## src/hdl/ctsa_pkg.sv

```systemverilog
// Constants and carrier types for the trigger and sub-array command block
// Function
// - Polarity letter N is active-low, P active-high
// - Row start 0 to 2664, multiple of 8
// - Row count 8 to 2672, multiple of 8
// - Non-multiple of 8 answers bad_parameter_error
package ctsa_pkg;

	// ----------------------------------------
	// Command codes and limits
	// ----------------------------------------
	localparam int CTSA_VAL_W = 12;
	localparam logic [1:0] CTSA_OP_POL = 2'h1;
	localparam logic [1:0] CTSA_OP_START = 2'h2;
	localparam logic [1:0] CTSA_OP_COUNT = 2'h3;
	localparam logic [7:0] CTSA_CHAR_N = 8'h4E;
	localparam logic [7:0] CTSA_CHAR_P = 8'h50;
	localparam logic [CTSA_VAL_W-1:0] CTSA_START_MIN = 12'h000;
	localparam logic [CTSA_VAL_W-1:0] CTSA_START_MAX = 12'hA68;
	localparam logic [CTSA_VAL_W-1:0] CTSA_COUNT_MIN = 12'h008;
	localparam logic [CTSA_VAL_W-1:0] CTSA_COUNT_MAX = 12'hA70;
	localparam int CTSA_ALIGN_BITS = 3;

	// ----------------------------------------
	// Reset values
	// ----------------------------------------
	localparam logic CTSA_POL_RST = 1'h1;
	localparam logic [CTSA_VAL_W-1:0] CTSA_START_RST = 12'h000;
	localparam logic [CTSA_VAL_W-1:0] CTSA_COUNT_RST = 12'hA70;

	// ----------------------------------------
	// Answer codes
	// ----------------------------------------
	localparam logic [1:0] CTSA_ANS_OK = 2'h0;
	localparam logic [1:0] CTSA_ANS_RANGE = 2'h1;
	localparam logic [1:0] CTSA_ANS_BAD_PARAM = 2'h2;
	localparam logic [1:0] CTSA_ANS_BAD_CMD = 2'h3;

	// Command from the text parser
	typedef struct packed {
		logic [1:0] op;
		logic [7:0] letter;
		logic [CTSA_VAL_W-1:0] value;
	} ctsa_cmd_t;

	// Window setting to the readout sequencer
	typedef struct packed {
		logic [CTSA_VAL_W-1:0] row_start;
		logic [CTSA_VAL_W-1:0] row_count;
	} ctsa_window_t;

endpackage

```

## src/hdl/ctsa_checker.sv

```systemverilog
// Parameter check of one command against its limits
`timescale 1ns/1ps
`default_nettype none
module ctsa_checker
	import ctsa_pkg::*;
(
	// Command
	input wire ctsa_cmd_t cmd_in,
	// Verdict
	output logic [1:0] answer_out
);

	// ----------------------------------------
	// Verdict logic
	// ----------------------------------------
	logic misaligned;
	assign misaligned = |cmd_in.value[CTSA_ALIGN_BITS-1:0];

	// Alignment error takes priority over range error
	always_comb begin
		answer_out = CTSA_ANS_OK;
		unique case (cmd_in.op)
			CTSA_OP_POL: begin
				if (cmd_in.letter != CTSA_CHAR_N && cmd_in.letter != CTSA_CHAR_P) begin
					answer_out = CTSA_ANS_BAD_PARAM;
				end
			end
			CTSA_OP_START: begin
				if (misaligned) begin
					answer_out = CTSA_ANS_BAD_PARAM;
				end else if (cmd_in.value > CTSA_START_MAX) begin
					answer_out = CTSA_ANS_RANGE;
				end
			end
			CTSA_OP_COUNT: begin
				if (misaligned) begin
					answer_out = CTSA_ANS_BAD_PARAM;
				end else if (cmd_in.value < CTSA_COUNT_MIN || cmd_in.value > CTSA_COUNT_MAX) begin
					answer_out = CTSA_ANS_RANGE;
				end
			end
			default: begin
				answer_out = CTSA_ANS_BAD_CMD;
			end
		endcase
	end

endmodule
`default_nettype wire

```

## src/hdl/ctsa_top.sv

```systemverilog
// Trigger polarity and sub-array window command interpreter
`timescale 1ns/1ps
`default_nettype none
module ctsa_top
	import ctsa_pkg::*;
(
	// Clock and reset
	input wire logic clk_in,
	input wire logic rst_n_in,
	// Command from the parser
	input wire logic cmd_valid_in,
	input wire ctsa_cmd_t cmd_in,
	// External trigger pin
	input wire logic trigger_pin_in,
	// Answer to the host
	output logic ans_valid_out,
	output logic [1:0] ans_code_out,
	// Readout sequencer side
	output ctsa_window_t window_out,
	output logic trigger_active_level_out,
	output logic trigger_asserted_out,
	output logic trigger_start_out
);

	// ----------------------------------------
	// Behaviour
	// ----------------------------------------
	// Answer one cycle after a command is taken
	// Misalignment reported ahead of a range error
	// Refused commands leave every setting alone
	// Settings are levels, readable at any time
	// Trigger pin is asynchronous, synchronised first

	// ----------------------------------------
	// Elaboration checks
	// ----------------------------------------
	// Mask of the low bits that must be zero
	localparam logic [CTSA_VAL_W-1:0] CTSA_ALIGN_MASK =
		CTSA_VAL_W'((32'h1 << CTSA_ALIGN_BITS) - 32'h1);

	// Alignment field must lie inside the value
	if (CTSA_ALIGN_BITS < 32'sh1 || CTSA_ALIGN_BITS >= CTSA_VAL_W) begin : g_bad_align
		$error("Alignment field does not fit the value width");
	end

	// Every limit must be an aligned value
	if ((CTSA_START_MIN & CTSA_ALIGN_MASK) != '0 || (CTSA_START_MAX & CTSA_ALIGN_MASK) != '0 ||
		(CTSA_COUNT_MIN & CTSA_ALIGN_MASK) != '0 ||
		(CTSA_COUNT_MAX & CTSA_ALIGN_MASK) != '0) begin : g_bad_limit_align
		$error("Window limits are not aligned");
	end

	// Limits must describe a non-empty range
	if (CTSA_START_MIN > CTSA_START_MAX || CTSA_COUNT_MIN > CTSA_COUNT_MAX) begin : g_bad_order
		$error("Window limits are out of order");
	end

	// A zero-line window cannot be read out
	if (CTSA_COUNT_MIN == '0) begin : g_bad_count_min
		$error("Row count minimum must be above zero");
	end

	// Smallest window at the last start must fit the frame
	if (int'(CTSA_START_MAX) + int'(CTSA_COUNT_MIN) > int'(CTSA_COUNT_MAX)) begin : g_bad_frame
		$error("Last start with smallest count overruns the frame");
	end

	// Reset window must itself pass the range checks
	if (CTSA_START_RST > CTSA_START_MAX || CTSA_COUNT_RST < CTSA_COUNT_MIN ||
		CTSA_COUNT_RST > CTSA_COUNT_MAX) begin : g_bad_reset_window
		$error("Reset window lies outside the limits");
	end

	// Reset window must be aligned like any command
	if ((CTSA_START_RST & CTSA_ALIGN_MASK) != '0 ||
		(CTSA_COUNT_RST & CTSA_ALIGN_MASK) != '0) begin : g_bad_reset_align
		$error("Reset window is not aligned");
	end

	// Clean answer must differ from every refusal
	if (CTSA_ANS_OK == CTSA_ANS_RANGE || CTSA_ANS_OK == CTSA_ANS_BAD_PARAM ||
		CTSA_ANS_OK == CTSA_ANS_BAD_CMD || CTSA_ANS_RANGE == CTSA_ANS_BAD_PARAM ||
		CTSA_ANS_RANGE == CTSA_ANS_BAD_CMD ||
		CTSA_ANS_BAD_PARAM == CTSA_ANS_BAD_CMD) begin : g_bad_answer_codes
		$error("Answer codes are not distinct");
	end

	// Op codes distinct, zero kept for unknown
	if (CTSA_OP_POL == CTSA_OP_START || CTSA_OP_POL == CTSA_OP_COUNT ||
		CTSA_OP_START == CTSA_OP_COUNT || CTSA_OP_POL == '0 || CTSA_OP_START == '0 ||
		CTSA_OP_COUNT == '0) begin : g_bad_op_codes
		$error("Op codes are not distinct");
	end

	// Two polarity letters must differ
	if (CTSA_CHAR_N == CTSA_CHAR_P) begin : g_bad_letters
		$error("Polarity letters are not distinct");
	end

	// ----------------------------------------
	// Checker
	// ----------------------------------------
	// Verdict is combinational on the live command
	logic [1:0] verdict;
	ctsa_checker u_checker (
		.cmd_in(cmd_in),
		.answer_out(verdict)
	);

	// ----------------------------------------
	// Command decode
	// ----------------------------------------
	// Only a clean verdict may touch a setting
	logic cmd_clean;
	logic take_pol;
	logic take_start;
	logic take_count;
	logic next_level;
	assign cmd_clean = cmd_valid_in && (verdict == CTSA_ANS_OK);
	assign take_pol = cmd_clean && (cmd_in.op == CTSA_OP_POL);
	assign take_start = cmd_clean && (cmd_in.op == CTSA_OP_START);
	assign take_count = cmd_clean && (cmd_in.op == CTSA_OP_COUNT);

	// Letter P selects active-high, N active-low
	assign next_level = (cmd_in.letter == CTSA_CHAR_P);

	// ----------------------------------------
	// Answer
	// ----------------------------------------
	// One-cycle answer pulse, every command answered
	always_ff @(posedge clk_in or negedge rst_n_in) begin
		if (!rst_n_in) begin
			ans_valid_out <= 1'h0;
		end else begin
			ans_valid_out <= cmd_valid_in;
		end
	end

	// Code holds until the next command
	always_ff @(posedge clk_in or negedge rst_n_in) begin
		if (!rst_n_in) begin
			ans_code_out <= CTSA_ANS_OK;
		end else if (cmd_valid_in) begin
			ans_code_out <= verdict;
		end
	end

	// ----------------------------------------
	// Window settings
	// ----------------------------------------
	// Window takes only values that passed the checks
	always_ff @(posedge clk_in or negedge rst_n_in) begin
		if (!rst_n_in) begin
			window_out.row_start <= CTSA_START_RST;
			window_out.row_count <= CTSA_COUNT_RST;
		end else begin
			if (take_start) begin
				window_out.row_start <= cmd_in.value;
			end
			if (take_count) begin
				window_out.row_count <= cmd_in.value;
			end
		end
	end

	// ----------------------------------------
	// Trigger polarity
	// ----------------------------------------
	// Level 1 means active-high, reset positive
	always_ff @(posedge clk_in or negedge rst_n_in) begin
		if (!rst_n_in) begin
			trigger_active_level_out <= CTSA_POL_RST;
		end else if (take_pol) begin
			trigger_active_level_out <= next_level;
		end
	end

	// ----------------------------------------
	// Trigger pin
	// ----------------------------------------
	// Two-stage synchroniser, only second stage read
	logic trig_meta;
	logic trig_sync;
	always_ff @(posedge clk_in or negedge rst_n_in) begin
		if (!rst_n_in) begin
			trig_meta <= 1'h0;
			trig_sync <= 1'h0;
		end else begin
			trig_meta <= trigger_pin_in;
			trig_sync <= trig_meta;
		end
	end

	// ----------------------------------------
	// Trigger decode
	// ----------------------------------------
	// Pin level under the selected polarity
	logic next_asserted;
	logic next_start;
	assign next_asserted = ~(trig_sync ^ trigger_active_level_out);
	// Start marks the inactive-to-active step only
	assign next_start = next_asserted & ~trigger_asserted_out;

	// Asserted level, polarity change applies at once
	always_ff @(posedge clk_in or negedge rst_n_in) begin
		if (!rst_n_in) begin
			trigger_asserted_out <= 1'h0;
		end else begin
			trigger_asserted_out <= next_asserted;
		end
	end

	// One-cycle start pulse for the sequencer
	always_ff @(posedge clk_in or negedge rst_n_in) begin
		if (!rst_n_in) begin
			trigger_start_out <= 1'h0;
		end else begin
			trigger_start_out <= next_start;
		end
	end

endmodule
`default_nettype wire
```

## config.mk

```make
export PLATFORM = sky130hd
export DESIGN_NAME = ctsa_top
export DESIGN_NICKNAME = d
export VERILOG_FILES = /design/src/hdl/ctsa_pkg.sv /design/src/hdl/ctsa_checker.sv /design/src/hdl/ctsa_top.sv
export SDC_FILE = /design/constraint.sdc
export NUM_CORES = 1
export LEC_CHECK = 0
export BUFFER_PORTS_ARGS = -buffer_cell sky130_fd_sc_hd__buf_4
export CAP_MARGIN = 20
export CELL_PAD_IN_SITES_DETAIL_PLACEMENT = 0
export CELL_PAD_IN_SITES_GLOBAL_PLACEMENT = 2
export CORE_MARGIN = 1
export CORE_UTILIZATION = 32
export CTS_BUF_LIST = sky130_fd_sc_hd__clkbuf_16
export DETAILED_ROUTE_END_ITERATION = 10
export PLACE_DENSITY_LB_ADDON = 0.1
export SYNTH_ARGS = -nofsm -noshare
export SYNTH_HDL_FRONTEND = slang
export SYNTH_SLANG_ARGS = --single-unit
```

## constraint.sdc

```tcl
create_clock -name clk_in -period 2.2 [get_ports clk_in]
set_clock_uncertainty 0.15 [all_clocks]
set_input_delay 0.44 -clock clk_in [delete_from_list [all_inputs] [get_ports clk_in]]
set_output_delay 0.44 -clock clk_in [all_outputs]
set_load 0.05 [all_outputs]
```

==> impl_results.md <==
- Post-Syn Area: 0.00145 sq mm
- Worst-Margin Slew: 458 ps
- Worst r2r dst: trigger_start_out
- Clock Sink Count: 32
- HPWL Detailed: 3020 microns
- Die area: 0.00481 sq mm
- Routability congestion estimate: 0.901
- PortBufs: 55
- CP required: 2210 ps
- Fmax: 0.471 GHz
- Post-layout min period: 2120 ps
- FILL cells: 387
- R2r setup slk: 1140 ps
- Vias: 1265
- Pre-CTS WS: -218 ps
- Fin. Hold Viols: 0
- First-pass GRT wire length: 6380 microns
- Worst-path cell chain: buf_4 > or4b_4 > a211o_1 > o31ai_4 > buf_4 > mux2_2
- Final WL: 3870 microns
- Unique masters post-synth: 40
- Starting Density: 0.334
- Worst-path clk slew: 50 ps
- Inserted Clock Buffers: 5
- Number of synthesized register bits: 32
- Final #Nets: 225
- Final Cell Area: 0.00224 sq mm
- Power density cells: 874 mW/mm^2
- TNS Setup: 0 ps
- Antenna-violating nets left: 0
- Die width: 69.4 microns
- Startpoint types: input pin
- Most used cell, CP: buf_4
- ANT cells: 0
- Post-synth ARST share: 1.00
- Hold Path Sink: trig_meta
- Wire per inst: 15.4 microns
- Total gr overflow: 0
- Clk Latency, worst-skew pair: 270 ps
- Placed insts: 243
- H-tree levels: 2
- Residual DRC count: 0
- Initial antenna violation count: 0
- RSZ-0062 raised after global routing: false
- Hold Path Class: in -> reg
- Vias in the first global route: 1306
- Mean Syn Cell Area: 12.5 sq um
- Share of cells above drive strength 1: 0.535
- CP max stage delay: 530 ps
- Worst hold start: trigger_pin_in
- Root Buffer: clkbuf_16
- Pre-antenna DRT Iters: 5
- Final setup margin: 76.3 ps
- Status: finished clean
- CP bufs+invs: 2
- Worst EP arrival: 2130 ps
- Crit-path slowest cell: or4b_4
- CP top delay family: compound AO/OA/AOI/OAI gates
- Mapped Cells: 116
- Via density per instance: 5.02
- Sequential share of the synthesized area: 0.556
- Largest net degree at the start of global routing: 33
- Final Util: 0.514
- Site Rows: 24
- CTS tree: built
- Worst r2r path cells: 2
- Max-cap violations: 0
- Peak fanout along the critical path: 3
- Post-Place Cell Area: 0.00209 sq mm
- Die H: 69.4 microns
- Boundary pin count: 56
- Crit path capture type: flop
- Setup bufs post-CTS: 0
- Non-filler cells, final: 252
- Core area: 0.00435 sq mm
- Slew Viols, Final: 0
- Area grow syn2layout: 54.0%
- LEAKAGE: 1.10 nW
- Max VDD drop: 0.457 mV
- Rel. slew slack: 0.694
- DRT iter0 DRCs: 32
- Synthesized net count: 142
- # setup viols final: 0
- Gr usage total: 0.171
- Tcrit/Tclk final: 0.965
- Clock Tree Buf Depth: 2
- Top_reg_cell synth: dfrtp_1
- Synth warnings: 0
- Reg-to-Reg Start: trigger_active_level_out
- Hold path cells: 1
- Post-synth EDFFs: 0
- Crit Path Class: in -> reg
[metrics by stage]
stage          power [mW]  hold slack (ps)
2_1_floorplan        1.10            -5.59
3_3_place_gp         1.32              188
3_5_place_dp         1.33              193
4_1_cts              1.97              121
5_1_grt              2.04              124
6_report             1.95              123
[worst max path at each step]
stage | start | to | slack [ps] | depth (start not counted)
2_1_floorplan | cmd_in[2] | window_out[10] | -80 | 5
3_5_place_dp | cmd_in[2] | window_out[8] | -220 | 6
3_3_place_gp | cmd_in[2] | window_out[10] | -210 | 6
5_1_grt | cmd_in[2] | window_out[3] | 20 | 6
4_1_cts | cmd_in[2] | window_out[8] | 70 | 6
6_report | cmd_in[2] | window_out[3] | 80 | 6
[Yosys cell counts, types with 2 or more instances]
cell type / n / area share
o22a_1: 2 / 0.012
mux2_2: 2 / 0.016
inv_1: 8 / 0.021
o21a_1: 3 / 0.016
and2_2: 3 / 0.016
a31oi_1: 4 / 0.017
dfstp_2: 6 / 0.11
nor2b_1: 2 / 0.0086
a41oi_1: 5 / 0.030
mux2_4: 6 / 0.062
dfrtp_1: 26 / 0.45
o31a_1: 4 / 0.024
clkbuf_1: 2 / 0.0052
o21ai_0: 6 / 0.021
nand2_1: 7 / 0.018
nor3_1: 2 / 0.0069
o22ai_1: 4 / 0.017
or4b_2: 2 / 0.014
[placed cells by master (no fill, tap or decap), types with 4 or more instances in the layout]
master	count
o22ai_1	4
o31a_1	4
buf_4	78
nand2_1	7
mux2_4	6
a41oi_1	5
clkbuf_16	5
dfstp_2	6
inv_1	9
a31oi_1	4
dfrtp_1	26
o21ai_0	6
[flip-flops by register name, indices dropped and copies added (netlist names)]
signal / count
trigger_start_out: 1
trig_meta: 1
trigger_asserted_out: 1
ans_valid_out: 1
trigger_active_level_out: 1
ans_code_out: 2
window_out: 24
trig_sync: 1
[where the power goes]
part	switching (mW)	leakage (nW)	internal [mW]
Combinational	0.378	0.631	0.219
Sequential	0.0456	0.397	0.678
Clock	0.229	0.0701	0.406
Total	0.652	1.10	1.30
[worst reg2reg max path, delay by kind of cell, from the launching register on]
family / cells / cell delay, ps
and+or+nand+nor: 1 / 160
DFF: 1 / 540
xor gates and xnor gates: 1 / 130
[layout make-up]
cell class	count	area, sq um	share of cell area
clock inverter	3	11.3	0.00503
clock buffer	5	125	0.0559
inverter	8	30.0	0.0134
tap	52	65.1	0.0291
timing repair buffer	80	607	0.271
sequential	32	808	0.361
multi-input combinational	72	591	0.264
[per-layer routing]
metal / vias up / wire length (microns) / track usage / part of all wire
met1: 608 / 1690 / 0.222 / 0.44
met3: 4 / 264 / 0.0567 / 0.068
li1: 605 / - / - / -
met2: 48 / 1880 / 0.271 / 0.49
met4: 0 / 41 / 0.0499 / 0.011
met5: - / 0 / 0 / 0
[cells by family after synthesis]
family	after synthesis	share of synthesized area
AO/OA/AOI/OAI	37	0.197
XOR/XNOR	1	0.00603
buffers and inverters	12	0.0370
flip-flops	32	0.556
multiplexers	9	0.0844
AND/OR/NAND/NOR	25	0.119
[timing repair]
item | CTS | global route
hold endpoints to repair | 26 | 0
hold buffers | 1 | 0
setup endpoints to repair | 0 | 1
gates resized for setup | 0 | 1
Note: power is estimated with default switching activity, not from simulation.
